==> src/common/slvm_pkg.sv <==
// Package for the supply low-voltage monitor: offsets, fields, resets, timing
package slvm_pkg;

    // ----------------------------------------
    // Register offsets (byte addresses)
    // ----------------------------------------
    localparam logic [3:0] CTRL_OFFSET   = 4'h0;
    localparam logic [3:0] STATUS_OFFSET = 4'h4;
    localparam logic [3:0] MASK_OFFSET   = 4'h8;
    localparam logic [3:0] FLAGS_OFFSET  = 4'hc;

    // ----------------------------------------
    // Control register fields
    // ----------------------------------------
    localparam int THRESH_LSB = 0;
    localparam int THRESH_MSB = 2;
    localparam int ENABLE_BIT = 4;
    localparam int LVOUT_BIT  = 5;
    localparam logic [7:0] CTRL_RESET = 8'h00;
    localparam logic [7:0] CTRL_WMASK = 8'h17;

    // ----------------------------------------
    // Flags register fields
    // ----------------------------------------
    localparam int LVF_BIT  = 0;
    localparam int MFF_BIT  = 1;

    // ----------------------------------------
    // Interrupt status and mask bits
    // ----------------------------------------
    localparam int EV_LVF  = 0;
    localparam int EV_RISE = 1;
    localparam int EV_FALL = 2;
    localparam int EV_W    = 3;
    localparam logic [EV_W-1:0] MASK_RESET = 3'h0;

    // ----------------------------------------
    // Timing: interrupt delay after the output bit rises
    // ----------------------------------------
    localparam int CLK_MHZ          = 200;
    localparam int INT_DELAY_NS     = 15000;
    localparam int INT_DELAY_CYCLES = (INT_DELAY_NS * CLK_MHZ + 999) / 1000;
    localparam int DLY_W            = 16;

    // Threshold codes, ascending trip levels
    typedef enum logic [2:0] {
        TH_1V8 = 3'h0, TH_2V0 = 3'h1, TH_2V4 = 3'h2, TH_2V7 = 3'h3,
        TH_3V0 = 3'h4, TH_3V3 = 3'h5, TH_3V6 = 3'h6, TH_4V0 = 3'h7
    } slvm_thresh_type;

    // Analog front-end control carried out of the block
    typedef struct packed {
        logic            enable;
        slvm_thresh_type level;
    } slvm_afe_type;

    // Delay sequencer states
    typedef enum logic [1:0] {
        DS_IDLE = 2'h0,
        DS_WAIT = 2'h1,
        DS_HELD = 2'h2
    } slvm_dstate_type;

endpackage : slvm_pkg

==> src/hw/slvm_top.sv <==
// Supply low-voltage monitor: control register, status, delayed request, wake
//
// Decided for this implementation: the register offsets and register access over Avalon-MM.
`timescale 1ns/1ps

module slvm_top #(
    parameter int INT_DELAY = slvm_pkg::INT_DELAY_CYCLES
) (
    input  wire logic         mclk,
    input  wire logic         srst,
    // Avalon-MM slave
    input  wire logic [3:0]   avs_address,
    input  wire logic         avs_read,
    input  wire logic         avs_write,
    input  wire logic [31:0]  avs_writedata,
    output logic [31:0]       avs_readdata,
    output logic              avs_waitrequest,
    // Power mode and servicing
    input  wire logic         sleep_mode,
    input  wire logic         mf_service,
    // Analog comparator
    input  wire logic         comp_below_async,
    output slvm_pkg::slvm_afe_type afe_ctrl,
    // Events
    output logic              multi_function_request_flag,
    output logic              wake_pulse,
    output logic              irq
);

    // ----------------------------------------
    // Registers
    // ----------------------------------------
    logic [2:0]                threshold_select_reg;
    logic                      detector_enable_reg;
    logic                      low_voltage_output_reg;
    logic                      low_voltage_request_flag_reg;
    logic [slvm_pkg::EV_W-1:0] status_reg;
    logic [slvm_pkg::EV_W-1:0] mask_reg;
    logic                      sync1_reg;
    logic                      sync2_reg;
    logic                      lvf_prev_reg;
    logic                      ack_reg;
    logic [slvm_pkg::DLY_W-1:0] dly_reg;
    slvm_pkg::slvm_dstate_type  dstate_reg;

    logic                      active;
    logic                      wr_ok;
    logic                      rd_ok;
    logic                      dly_done;
    logic                      rise;
    logic                      fall;
    logic                      sw_lvf_set;
    logic                      sw_lvf_clr;
    logic                      sw_mff_clr;
    logic [7:0]                ctrl_view;

    // Address match helper
    function automatic logic hit(input logic [3:0] a, input logic [3:0] off);
        hit = (a == off);
    endfunction : hit

    // ----------------------------------------
    // Bus decode
    // ----------------------------------------
    // Single-cycle wait then answer: access ends on second edge
    assign wr_ok      = avs_write && ack_reg;
    assign rd_ok      = avs_read && ack_reg;
    assign sw_lvf_set = wr_ok && hit(avs_address, slvm_pkg::FLAGS_OFFSET) && avs_writedata[slvm_pkg::LVF_BIT];
    assign sw_lvf_clr = wr_ok && hit(avs_address, slvm_pkg::FLAGS_OFFSET) && !avs_writedata[slvm_pkg::LVF_BIT];
    assign sw_mff_clr = wr_ok && hit(avs_address, slvm_pkg::FLAGS_OFFSET) && !avs_writedata[slvm_pkg::MFF_BIT];

    // Detector powered only when enabled and awake
    assign active = detector_enable_reg && !sleep_mode;

    // Unimplemented bits forced to zero
    assign ctrl_view = {2'b00, low_voltage_output_reg, detector_enable_reg, 1'b0, threshold_select_reg};

    // Edges of the synchronised output
    assign rise     = sync2_reg && !low_voltage_output_reg;
    assign fall     = !sync2_reg && low_voltage_output_reg;
    assign dly_done = (dstate_reg == slvm_pkg::DS_WAIT) && (dly_reg == slvm_pkg::DLY_W'(INT_DELAY - 1));

    // ----------------------------------------
    // Avalon handshake
    // ----------------------------------------
    // Waitrequest low for exactly one cycle per access
    always_ff @(posedge mclk) begin
        if (srst) begin
            ack_reg <= 1'b0;
        end else begin
            ack_reg <= (avs_read || avs_write) && !ack_reg;
        end
    end

    // Readback mux
    always_ff @(posedge mclk) begin
        if (srst) begin
            avs_readdata <= 32'h0000_0000;
        end else if ((avs_read || avs_write) && !ack_reg) begin
            case (avs_address)
                slvm_pkg::CTRL_OFFSET:   avs_readdata <= {24'h00_0000, ctrl_view};
                slvm_pkg::STATUS_OFFSET: avs_readdata <= {29'h0, status_reg};
                slvm_pkg::MASK_OFFSET:   avs_readdata <= {29'h0, mask_reg};
                slvm_pkg::FLAGS_OFFSET:  avs_readdata <= {30'h0, multi_function_request_flag,
                                                          low_voltage_request_flag_reg};
                default:                 avs_readdata <= 32'h0000_0000;
            endcase
        end
    end

    // Waitrequest from a flop, the inverse of the next value of ack_reg
    always_ff @(posedge mclk) begin
        if (srst) begin
            avs_waitrequest <= 1'b1;
        end else begin
            avs_waitrequest <= !((avs_read || avs_write) && !ack_reg);
        end
    end

    // ----------------------------------------
    // Control register
    // ----------------------------------------
    always_ff @(posedge mclk) begin
        if (srst) begin
            threshold_select_reg <= slvm_pkg::CTRL_RESET[slvm_pkg::THRESH_MSB:slvm_pkg::THRESH_LSB];
            detector_enable_reg  <= slvm_pkg::CTRL_RESET[slvm_pkg::ENABLE_BIT];
        end else if (wr_ok && hit(avs_address, slvm_pkg::CTRL_OFFSET)) begin
            threshold_select_reg <= avs_writedata[slvm_pkg::THRESH_MSB:slvm_pkg::THRESH_LSB];
            detector_enable_reg  <= avs_writedata[slvm_pkg::ENABLE_BIT];
        end
    end

    // Front-end control
    always_ff @(posedge mclk) begin
        if (srst) begin
            afe_ctrl <= '0;
        end else begin
            afe_ctrl.enable <= active;
            afe_ctrl.level  <= slvm_pkg::slvm_thresh_type'(threshold_select_reg);
        end
    end

    // ----------------------------------------
    // Comparator synchroniser and output bit
    // ----------------------------------------
    always_ff @(posedge mclk) begin
        if (srst) begin
            sync1_reg <= 1'b0;
            sync2_reg <= 1'b0;
        end else begin
            sync1_reg <= comp_below_async && active;
            sync2_reg <= sync1_reg;
        end
    end

    // Output bit tracks the comparison each cycle, no filtering
    always_ff @(posedge mclk) begin
        if (srst) begin
            low_voltage_output_reg <= slvm_pkg::CTRL_RESET[slvm_pkg::LVOUT_BIT];
        end else begin
            low_voltage_output_reg <= sync2_reg && active;
        end
    end

    // ----------------------------------------
    // Interrupt delay sequencer
    // ----------------------------------------
    // Counts from rise; a drop before the end restarts the wait
    always_ff @(posedge mclk) begin
        if (srst) begin
            dstate_reg <= slvm_pkg::DS_IDLE;
            dly_reg    <= '0;
        end else begin
            case (dstate_reg)
                slvm_pkg::DS_IDLE: begin
                    dly_reg <= '0;
                    if (rise) begin
                        dstate_reg <= slvm_pkg::DS_WAIT;
                    end
                end
                slvm_pkg::DS_WAIT: begin
                    if (!low_voltage_output_reg) begin
                        dstate_reg <= slvm_pkg::DS_IDLE;
                    end else if (dly_done) begin
                        dstate_reg <= slvm_pkg::DS_HELD;
                    end else begin
                        dly_reg <= dly_reg + 1'b1;
                    end
                end
                slvm_pkg::DS_HELD: begin
                    if (!low_voltage_output_reg) begin
                        dstate_reg <= slvm_pkg::DS_IDLE;
                    end
                end
                default: dstate_reg <= slvm_pkg::DS_IDLE;
            endcase
        end
    end

    // ----------------------------------------
    // Request flags
    // ----------------------------------------
    // Low-voltage flag: set by delay or software, hardware set wins
    always_ff @(posedge mclk) begin
        if (srst) begin
            low_voltage_request_flag_reg <= 1'b0;
        end else if (dly_done && low_voltage_output_reg) begin
            low_voltage_request_flag_reg <= 1'b1;
        end else if (sw_lvf_set) begin
            low_voltage_request_flag_reg <= 1'b1;
        end else if (sw_lvf_clr) begin
            low_voltage_request_flag_reg <= 1'b0;
        end
    end

    // Group flag: cleared by service or software only
    always_ff @(posedge mclk) begin
        if (srst) begin
            multi_function_request_flag <= 1'b0;
        end else if (low_voltage_request_flag_reg && !lvf_prev_reg) begin
            multi_function_request_flag <= 1'b1;
        end else if (mf_service || sw_mff_clr) begin
            multi_function_request_flag <= 1'b0;
        end
    end

    // Wake on every flag rise regardless of mask
    always_ff @(posedge mclk) begin
        if (srst) begin
            lvf_prev_reg <= 1'b0;
            wake_pulse   <= 1'b0;
        end else begin
            lvf_prev_reg <= low_voltage_request_flag_reg;
            wake_pulse   <= low_voltage_request_flag_reg && !lvf_prev_reg;
        end
    end

    // ----------------------------------------
    // Sticky status, mask and interrupt line
    // ----------------------------------------
    always_ff @(posedge mclk) begin
        if (srst) begin
            status_reg <= '0;
        end else begin
            status_reg <= (status_reg
                           & ~((wr_ok && hit(avs_address, slvm_pkg::STATUS_OFFSET))
                               ? avs_writedata[slvm_pkg::EV_W-1:0] : 3'h0))
                          | {fall, rise, (low_voltage_request_flag_reg && !lvf_prev_reg)};
        end
    end

    always_ff @(posedge mclk) begin
        if (srst) begin
            mask_reg <= slvm_pkg::MASK_RESET;
        end else if (wr_ok && hit(avs_address, slvm_pkg::MASK_OFFSET)) begin
            mask_reg <= avs_writedata[slvm_pkg::EV_W-1:0];
        end
    end

    always_ff @(posedge mclk) begin
        if (srst) begin
            irq <= 1'b0;
        end else begin
            irq <= |(status_reg & mask_reg);
        end
    end

endmodule : slvm_top

==> config.mk <==
export PLATFORM = sky130hd
export DESIGN_NAME = slvm_top
export DESIGN_NICKNAME = d
export VERILOG_FILES = /design/src/common/slvm_pkg.sv /design/src/hw/slvm_top.sv
export SDC_FILE = /design/constraint.sdc
export NUM_CORES = 1
export LEC_CHECK = 0
export BUFFER_PORTS_ARGS = -buffer_cell sky130_fd_sc_hd__buf_2
export CAP_MARGIN = 20
export CORE_MARGIN = 4
export CORE_UTILIZATION = 40
export DETAILED_ROUTE_END_ITERATION = 16
export HOLD_SLACK_MARGIN = 0.02
export PLACE_DENSITY_LB_ADDON = 0.25
export SLEW_MARGIN = 20
export SYNTH_ARGS = -nofsm -noshare
export SYNTH_HDL_FRONTEND = slang
export SYNTH_SLANG_ARGS = --single-unit
==> constraint.sdc <==
create_clock -name mclk -period 2.04 [get_ports mclk]
set_clock_uncertainty 0.1 [all_clocks]
set_input_delay 0.306 -clock mclk [delete_from_list [all_inputs] [get_ports mclk]]
set_output_delay 0.306 -clock mclk [all_outputs]
set_load 0.005 [all_outputs]
# ---- Word-level counts from Yosys, hierarchy flattened
# Index checks and enable logic that the tools add are counted.
dict set report totals {
  regBits 74
  in_bits 43
  out_inout_bits 40
  wordCells 85
}
dict set report op_classes {
  add_sub_neg 1
  n_eq_ne 11
  muxes 15
  bitwise_logic 4
  n_reduce_logical 35
}
# op count
set op_table {}
lappend op_table {{16-bit two-way mux} 2}
lappend op_table {{16-bit one-hot mux with 2 select lines} 1}
lappend op_table {{6-bit one-hot mux with 4 select lines} 1}
lappend op_table {{1-bit logical AND} 17}
lappend op_table {{16-bit by 1-bit adder with 16-bit output, second input constant} 1}
lappend op_table {{16-bit by 12-bit equality test with 1-bit output, second input constant} 1}
lappend op_table {{4-bit equality test, second input constant} 2}
lappend op_table {{1-bit zero test} 8}
lappend op_table {{2-bit two-way mux} 4}
lappend op_table {{2-bit != test, second input constant} 4}
lappend op_table {{3-bit bitwise AND} 2}
lappend op_table {{2-bit one-hot mux with 3 select lines} 1}
lappend op_table {{3-bit AND reduction} 2}
lappend op_table {{1-bit two-way mux} 5}
lappend op_table {{4-bit by 3-bit equality test with 1-bit output, second input constant} 1}
lappend op_table {{4-bit zero test} 1}
lappend op_table {{2-bit nonzero test} 2}
lappend op_table {{3-bit two-way mux} 1}
lappend op_table {{3-bit != test, second input constant} 1}
lappend op_table {{3-bit NOT} 1}
lappend op_table {{3-bit bitwise OR} 1}
lappend op_table {{3-bit nonzero test} 1}
lappend op_table {{3-bit OR reduction} 1}
lappend op_table {{2-bit by 1-bit equality test with 1-bit output, second input constant} 1}
lappend op_table {{other kinds (3)} 4}

# ---- Depth between registers and ports, before layout
# Gate-level depths: netlist of the first run.
dict set report logic_depth {
  word_depth 6
  mapped_depth 6
  mapped_depth_nobuf 5
}

# ---- Worst setup path after synthesis of the first run
# No wires, ideal clock.
dict set report synth_timing {
  path_type {register -> register}
  startpoint {register dly_reg[6] (netlist bit)}
  endpoint {register dly_reg[3] (netlist bit)}
  setup_ns 0.132
  t_arrival_ns 1.495
  required_time_ns 1.808
  slack_ns 0.313
  path_stages_with_launch 5
  period_less_slack_ns 1.727
  path_cell_list {dfxtp_1 -> or4b_4 -> nor4_4 -> or3_2 -> a21oi_2}
}
dict set report synth_between {
  elab_chain_cells 4
}
# item line
set synth_lines {}
lappend synth_lines {{from (decl)} slvm_top.sv:43} ;# logic [slvm_pkg::DLY_W-1:0] dly_reg;
lappend synth_lines {{from (signal assigned)} slvm_top.sv:187} ;# dly_reg <= dly_reg + 1'b1;
lappend synth_lines {{16-bit by 12-bit equality test with 1-bit output} slvm_top.sv:81} ;# assign dly_done = (dstate_reg == slvm_pkg::DS_WAIT) && (dly_reg == slvm_pkg::DLY_W'(INT_DELAY - 1));
lappend synth_lines {{1-bit logical AND} slvm_top.sv:81}
lappend synth_lines {{2-bit != test (no source line)} n/a}
lappend synth_lines {{3-bit AND reduction (no source line)} n/a}
# Every way passes these cells.
# A chain may end at the register's enable or synchronous reset.

# ---- Final worst setup path of the first run
dict set report layout_timing {
  startpoint {register dly_reg[12] (netlist bit)}
  endpoint {register dstate_reg[0]}
}
dict set report layout_between {
  elab_chain_cells 4
}
# item line
set layout_lines {}
lappend layout_lines {{16-bit by 12-bit equality test with 1-bit output} slvm_top.sv:81}
lappend layout_lines {{1-bit logical AND} slvm_top.sv:81}
lappend layout_lines {{3-bit != test (no source line)} n/a}
lappend layout_lines {{3-bit AND reduction (no source line)} n/a}
lappend layout_lines {{to (signal assigned)} slvm_top.sv:171} ;# dstate_reg <= slvm_pkg::DS_IDLE;
lappend layout_lines {{to (signal assigned)} slvm_top.sv:178} ;# dstate_reg <= slvm_pkg::DS_WAIT;
lappend layout_lines {{to (signal assigned)} slvm_top.sv:183} ;# dstate_reg <= slvm_pkg::DS_IDLE;
lappend layout_lines {{to (decl)} slvm_top.sv:44} ;# slvm_pkg::slvm_dstate_type dstate_reg;
# Every way passes these cells.

==> flow_summary.json, run 1 <==
{
  "clkTransAtPathRegs_ns": 0.08,
  "syn_area_per_cell_um2": 9.33,
  "cp.arrival_ns": 1.95,
  "synth.cells.most_frequent": "dfxtp_1, buf_4, nor2_1, nand2_1",
  "dp_slack_ns": 0.198,
  "antenna_found_initial": 0,
  "clk_latency_ns": 0.30,
  "drive_gt1_frac": 0.233,
  "port_buffers": 27,
  "cts-root-buf": "clkbuf_8",
  "min_period_ns": 1.87,
  "timing.critical_path.required_ns": 2.12,
  "io_pins": 83,
  "cts_made_buffers": 5,
  "vdd_drop_max_mv": 0.259,
  "nNetsFinal": 322,
  "hp-class": "in2reg",
  "tightest_slew_ns": 0.598,
  "max_freq_mhz": 533,
  "synth_top_flop_cell": "dfxtp_1",
  "post_cts_resized": 0,
  "clockBufferDepth": 2,
  "gp_congestion": 0.777,
  "drtIter0Drc": 114,
  "final_cells": 349,
  "drc_errors": 0,
  "htreeDepth": 2,
  "wl_um": 4420,
  "largest_register_ffs": 16,
  "cts_sinks": 47,
  "nFillCells": 505,
  "path_class": "reg2reg",
  "grt_pass1_wl_um": 7530,
  "setup_viol": 0,
  "yosys_warnings": 0,
  "ys_top_cells_by_area": "dfxtp_1, buf_4, nor2_1",
  "num_vias": 1740,
  "synthCells": 240,
  "via_per_inst": 4.99,
  "async_reset_ff_frac": 0,
  "slew_headroom": 0.597,
  "placed_area_um2": 2400,
  "cts_tree": "done",
  "yosysTopAreaCell": "dfxtp_1",
  "final_area_um2": 2530,
  "r2r-start": "dly_reg[12]",
  "tns_ns": 0,
  "grt_usage": 0.129,
  "path_max_fanout": 6,
  "cellLeakagePower_nw": 1.06,
  "cts_hold_buffers": 0,
  "wl_per_cell_um": 12.7,
  "min_from": "sleep_mode",
  "synth_area_um2": 2240,
  "gr-total-overflow": 0,
  "post-dp-hpwl_um": 3300,
  "ys_seq_area_frac": 0.420,
  "synth.most_common_cell": "dfxtp_1",
  "rows": 26,
  "cts_setup_buffers": 0,
  "grt_max_degree": 28,
  "netlist.area_leader.share": 0.420,
  "finalCritPeriodShare": 0.919,
  "grt_pass1_vias": 1626,
  "fin_ws_ns": 0.165,
  "grt_setup_unrepaired": "false",
  "drv_slew": 0,
  "dp_cells": 341,
  "hold_violations": 0,
  "ys_types": 53,
  "synth_seq_cells": 47,
  "power_density_nw_per_um2": 707,
  "die_y_um": 82.8,
  "die_area_um2": 6860,
  "detail_route.first_pass.iterations": 4,
  "antenna_cells": 0,
  "initial_utilization": 0.425,
  "endpoint_kind": "flop",
  "ant_nets": 0,
  "timing.critical_path.from": "dly_reg[12]",
  "areaGrowthSynthToFinish_pct": 12.9,
  "design.core.area_um2": 5270,
  "outcome": "finished clean",
  "synth_edf_count": 0,
  "whs_ns": 0.0930,
  "cap_violations": 0,
  "chipWidth_um": 82.8,
  "start_kind": "flop"
}
## logic make-up after synthesis
family                     after synthesis  synth area share
and+or+nand+nor                         97             0.259
DFF                                     47             0.420
AOI/OAI and AO/OA                       40             0.118
buffers and inverters                   40             0.125
muxes                                    9            0.0514
xor gates and xnor gates                 5            0.0196
adders and majority gates                1           0.00559
other                                    1           0.00167
## placed cells by master, fill, tap and decap left out, types with 3 or more instances in the layout
master     n
nand4_1    6
buf_2     27
buf_4     13
or4_1      5
dfxtp_1   47
nor2_1    22
xor2_1     3
inv_1      5
nand3_1    9
a21oi_2    3
a21oi_1    8
mux2i_1    7
o211ai_1   4
a22oi_1    5
clkbuf_8   5
nor2b_1    6
conb_1    27
o21ai_0    9
nand2_1   17
nand3b_1   3
## routing by layer
| metal | GRT usage | part of all wire | vias up |
|---|---|---|---|
| met5 | 0 | 0 | - |
| met4 | 0.0446 | 0.0081 | 0 |
| met3 | 0.0277 | 0.061 | 2 |
| met2 | 0.207 | 0.44 | 57 |
| met1 | 0.172 | 0.49 | 808 |
| li1 | - | - | 873 |
## per-stage QoR
step	total power [W]	utilization
after floorplan	0.00102	-
after global placement	0.00101	0.455
after detailed placement	0.00101	0.455
after CTS	0.00181	0.480
after global routing	0.00186	0.480
final	0.00179	0.480
## critical path, stage by stage, from the launching register on
cell and delay, ns:
dfxtp_1 0.37, or4b_4 0.51, nor4_4 0.51, o22a_1 0.23
nor3_1 0.04
## layout make-up
| cell class | instances | area (um2) | area share |
|---|---|---|---|
| sequential | 47 | 941 | 0.372 |
| clock inverter | 2 | 60.1 | 0.0238 |
| clock buffer | 6 | 72.6 | 0.0287 |
| tap | 70 | 87.6 | 0.0346 |
| multi-input combinational | 179 | 1120 | 0.441 |
| timing repair buffer | 40 | 233 | 0.0920 |
| inverter | 5 | 18.8 | 0.00742 |
## final timing paths
check,to,slack [ns],cells after the start
worst max-delay path,dstate_reg[0],0.17,4
worst min-delay path,afe_ctrl[3],0.09,2
worst min register to register,wake_pulse,0.34,1
worst max register to register,dstate_reg[0],0.17,4
## power breakdown
part           internal (W)  total (W)  switching, W  leakage [nW]
combinational     0.0000239  0.0000712     0.0000473         0.616
clock              0.000490   0.000793      0.000303        0.0654
sequential         0.000921   0.000923    0.00000198         0.379
total               0.00143    0.00179      0.000353          1.06
Power figures use the tool's default switching activity.
==> inputs of run 2 (changes only) <==
- CORE_MARGIN: 4 -> default
==> run 2 against run 1 <==
Net effect:
- clock power decreased by 25%
- critical path type unchanged
- worst hold slack got worse by 0.0086 ns
- design area decreased by 1.6%
- non-clock buffer count decreased by 1
- cell count decreased by 0.29%
- die area decreased by 14%
- highest routed layer unchanged
- largest cell class unchanged
==> flow_summary.json, run 2 (same netlist as run 1, synthesis figures left out) <==
{
  "outcome": "finished clean",
  "cts_hold_buffers": 0,
  "post-dp-hpwl_um": 3130,
  "hold_path_depth": 2,
  "design.core.area_um2": 5240,
  "max_freq_mhz": 548,
  "port_buffers": 27,
  "reg2reg_to": "dstate_reg[0]",
  "grt_max_degree": 28,
  "antenna_found_initial": 0,
  "largest_register_ffs": 16,
  "antenna_cells": 0,
  "cts_made_buffers": 5,
  "cts_tree": "done",
  "cap_violations": 0,
  "cts_setup_buffers": 0,
  "tns_ns": 0,
  "path_max_fanout": 6,
  "final_cell_mix": "dfxtp_1, conb_1, buf_2",
  "initial_utilization": 0.428,
  "clkTransAtPathRegs_ns": 0.09,
  "drc_errors": 0,
  "clockBufferDepth": 2,
  "cts_sinks": 47,
  "r2r-start": "dly_reg[12]",
  "min_period_ns": 1.83,
  "min_from": "sleep_mode",
  "hold_violations": 0,
  "start_kind": "flop",
  "drv_slew": 0,
  "power_density_nw_per_um2": 637,
  "grt_usage": 0.148,
  "setup_viol": 0,
  "ant_nets": 0,
  "timing.critical_path.from": "dly_reg[12]",
  "gr-total-overflow": 0,
  "nNetsFinal": 321,
  "layout_commonest_cell": "dfxtp_1",
  "path_class": "reg2reg",
  "drtIter0Drc": 65,
  "cts-root-buf": "clkbuf_8",
  "cp.arrival_ns": 1.91,
  "rows": 26,
  "wl_um": 4210,
  "power.total_w": 0.00159,
  "gp_congestion": 0.819,
  "num_vias": 1745,
  "die_area_um2": 5900,
  "areaGrowthSynthToFinish_pct": 11.1,
  "chipWidth_um": 76.8,
  "cellLeakagePower_nw": 1.04,
  "via_per_inst": 5.01,
  "endpoint_kind": "flop",
  "grt_pass1_wl_um": 7090,
  "die_y_um": 76.8,
  "grt_pass1_vias": 1528,
  "timing.critical_path.required_ns": 2.12,
  "detail_route.first_pass.iterations": 6,
  "hp-class": "in2reg",
  "io_pins": 83,
  "finalCritPeriodShare": 0.895,
  "grt_setup_unrepaired": "false",
  "htreeDepth": 2,
  "post_cts_resized": 0,
  "r2r_slack_ns": 0.21,
  "holdPathEnd": "afe_ctrl[3]",
  "wl_per_cell_um": 12.1,
  "vdd_drop_max_mv": 0.306,
  "clk_latency_ns": 0.30,
  "rr_worst_depth": 4,
  "drive_gt1_frac": 0.234
}
[run 2: changes by cell type in the layout (fill, tap and decap cells not counted)]
cell        change
buf_4           -1
bufinv_16       -2
clkbuf_1        -1
clkbuf_8        +1
clkinv_4        +1
clkinvlp_4      +1
[run 2: worst max-delay path, stage by stage (launching register included)]
cell	delay, ns
dfxtp_1	0.37
or4b_4	0.52
nor4_4	0.48
o22a_1	0.22
nor3_1	0.04
[run 2: report_power, final]
part | switching [W] | internal, W | total, W
clock | 0.000316 | 0.000277 | 0.000593
combinational | 0.0000453 | 0.0000239 | 0.0000692
sequential | 0.00000203 | 0.000921 | 0.000923
total | 0.000363 | 0.00122 | 0.00159
[run 2: routing by layer]
layer  global-route usage  routed length [um]  share of wire
met1                0.196                2110           0.50
met4               0.0519                  49          0.012
met3               0.0262                 157          0.037
met2                0.241                1890           0.45
met5                    0                   0              0
[run 2: cell type report]
class	instances	area, um2
multi-input cells	179	1120
clock buffers	6	82.6
repair buffers	39	225
clock inverters	2	16.3
flip-flops and latches	47	941
inverters	5	18.8
fillers	536	2750
well taps	70	87.6
[run 2: per-stage QoR]
stage / worst slack (ns) / util / cells / hold WS, ns / instance area, um2
after floorplan: 0.313 / - / 266 / 0.298 / 2340
after global placement: 0.190 / 0.456 / 340 / 0.315 / 2390
after detailed placement: 0.196 / 0.456 / 340 / 0.325 / 2390
after CTS: 0.181 / 0.475 / 348 / 0.0808 / 2490
after global routing: 0.111 / 0.475 / 348 / 0.0784 / 2490
final: 0.215 / 0.475 / 348 / 0.0844 / 2490
[run 2: how the worst max path moves through the flow]
stage,cells past startpoint,end,slack [ns]
after CTS,4,dstate_reg[0],0.18
after global placement,4,dstate_reg[0],0.19
after global routing,4,dstate_reg[0],0.11
after detailed placement,4,dstate_reg[0],0.20
after floorplan,4,dly_reg[3],0.31
final,4,dstate_reg[0],0.21
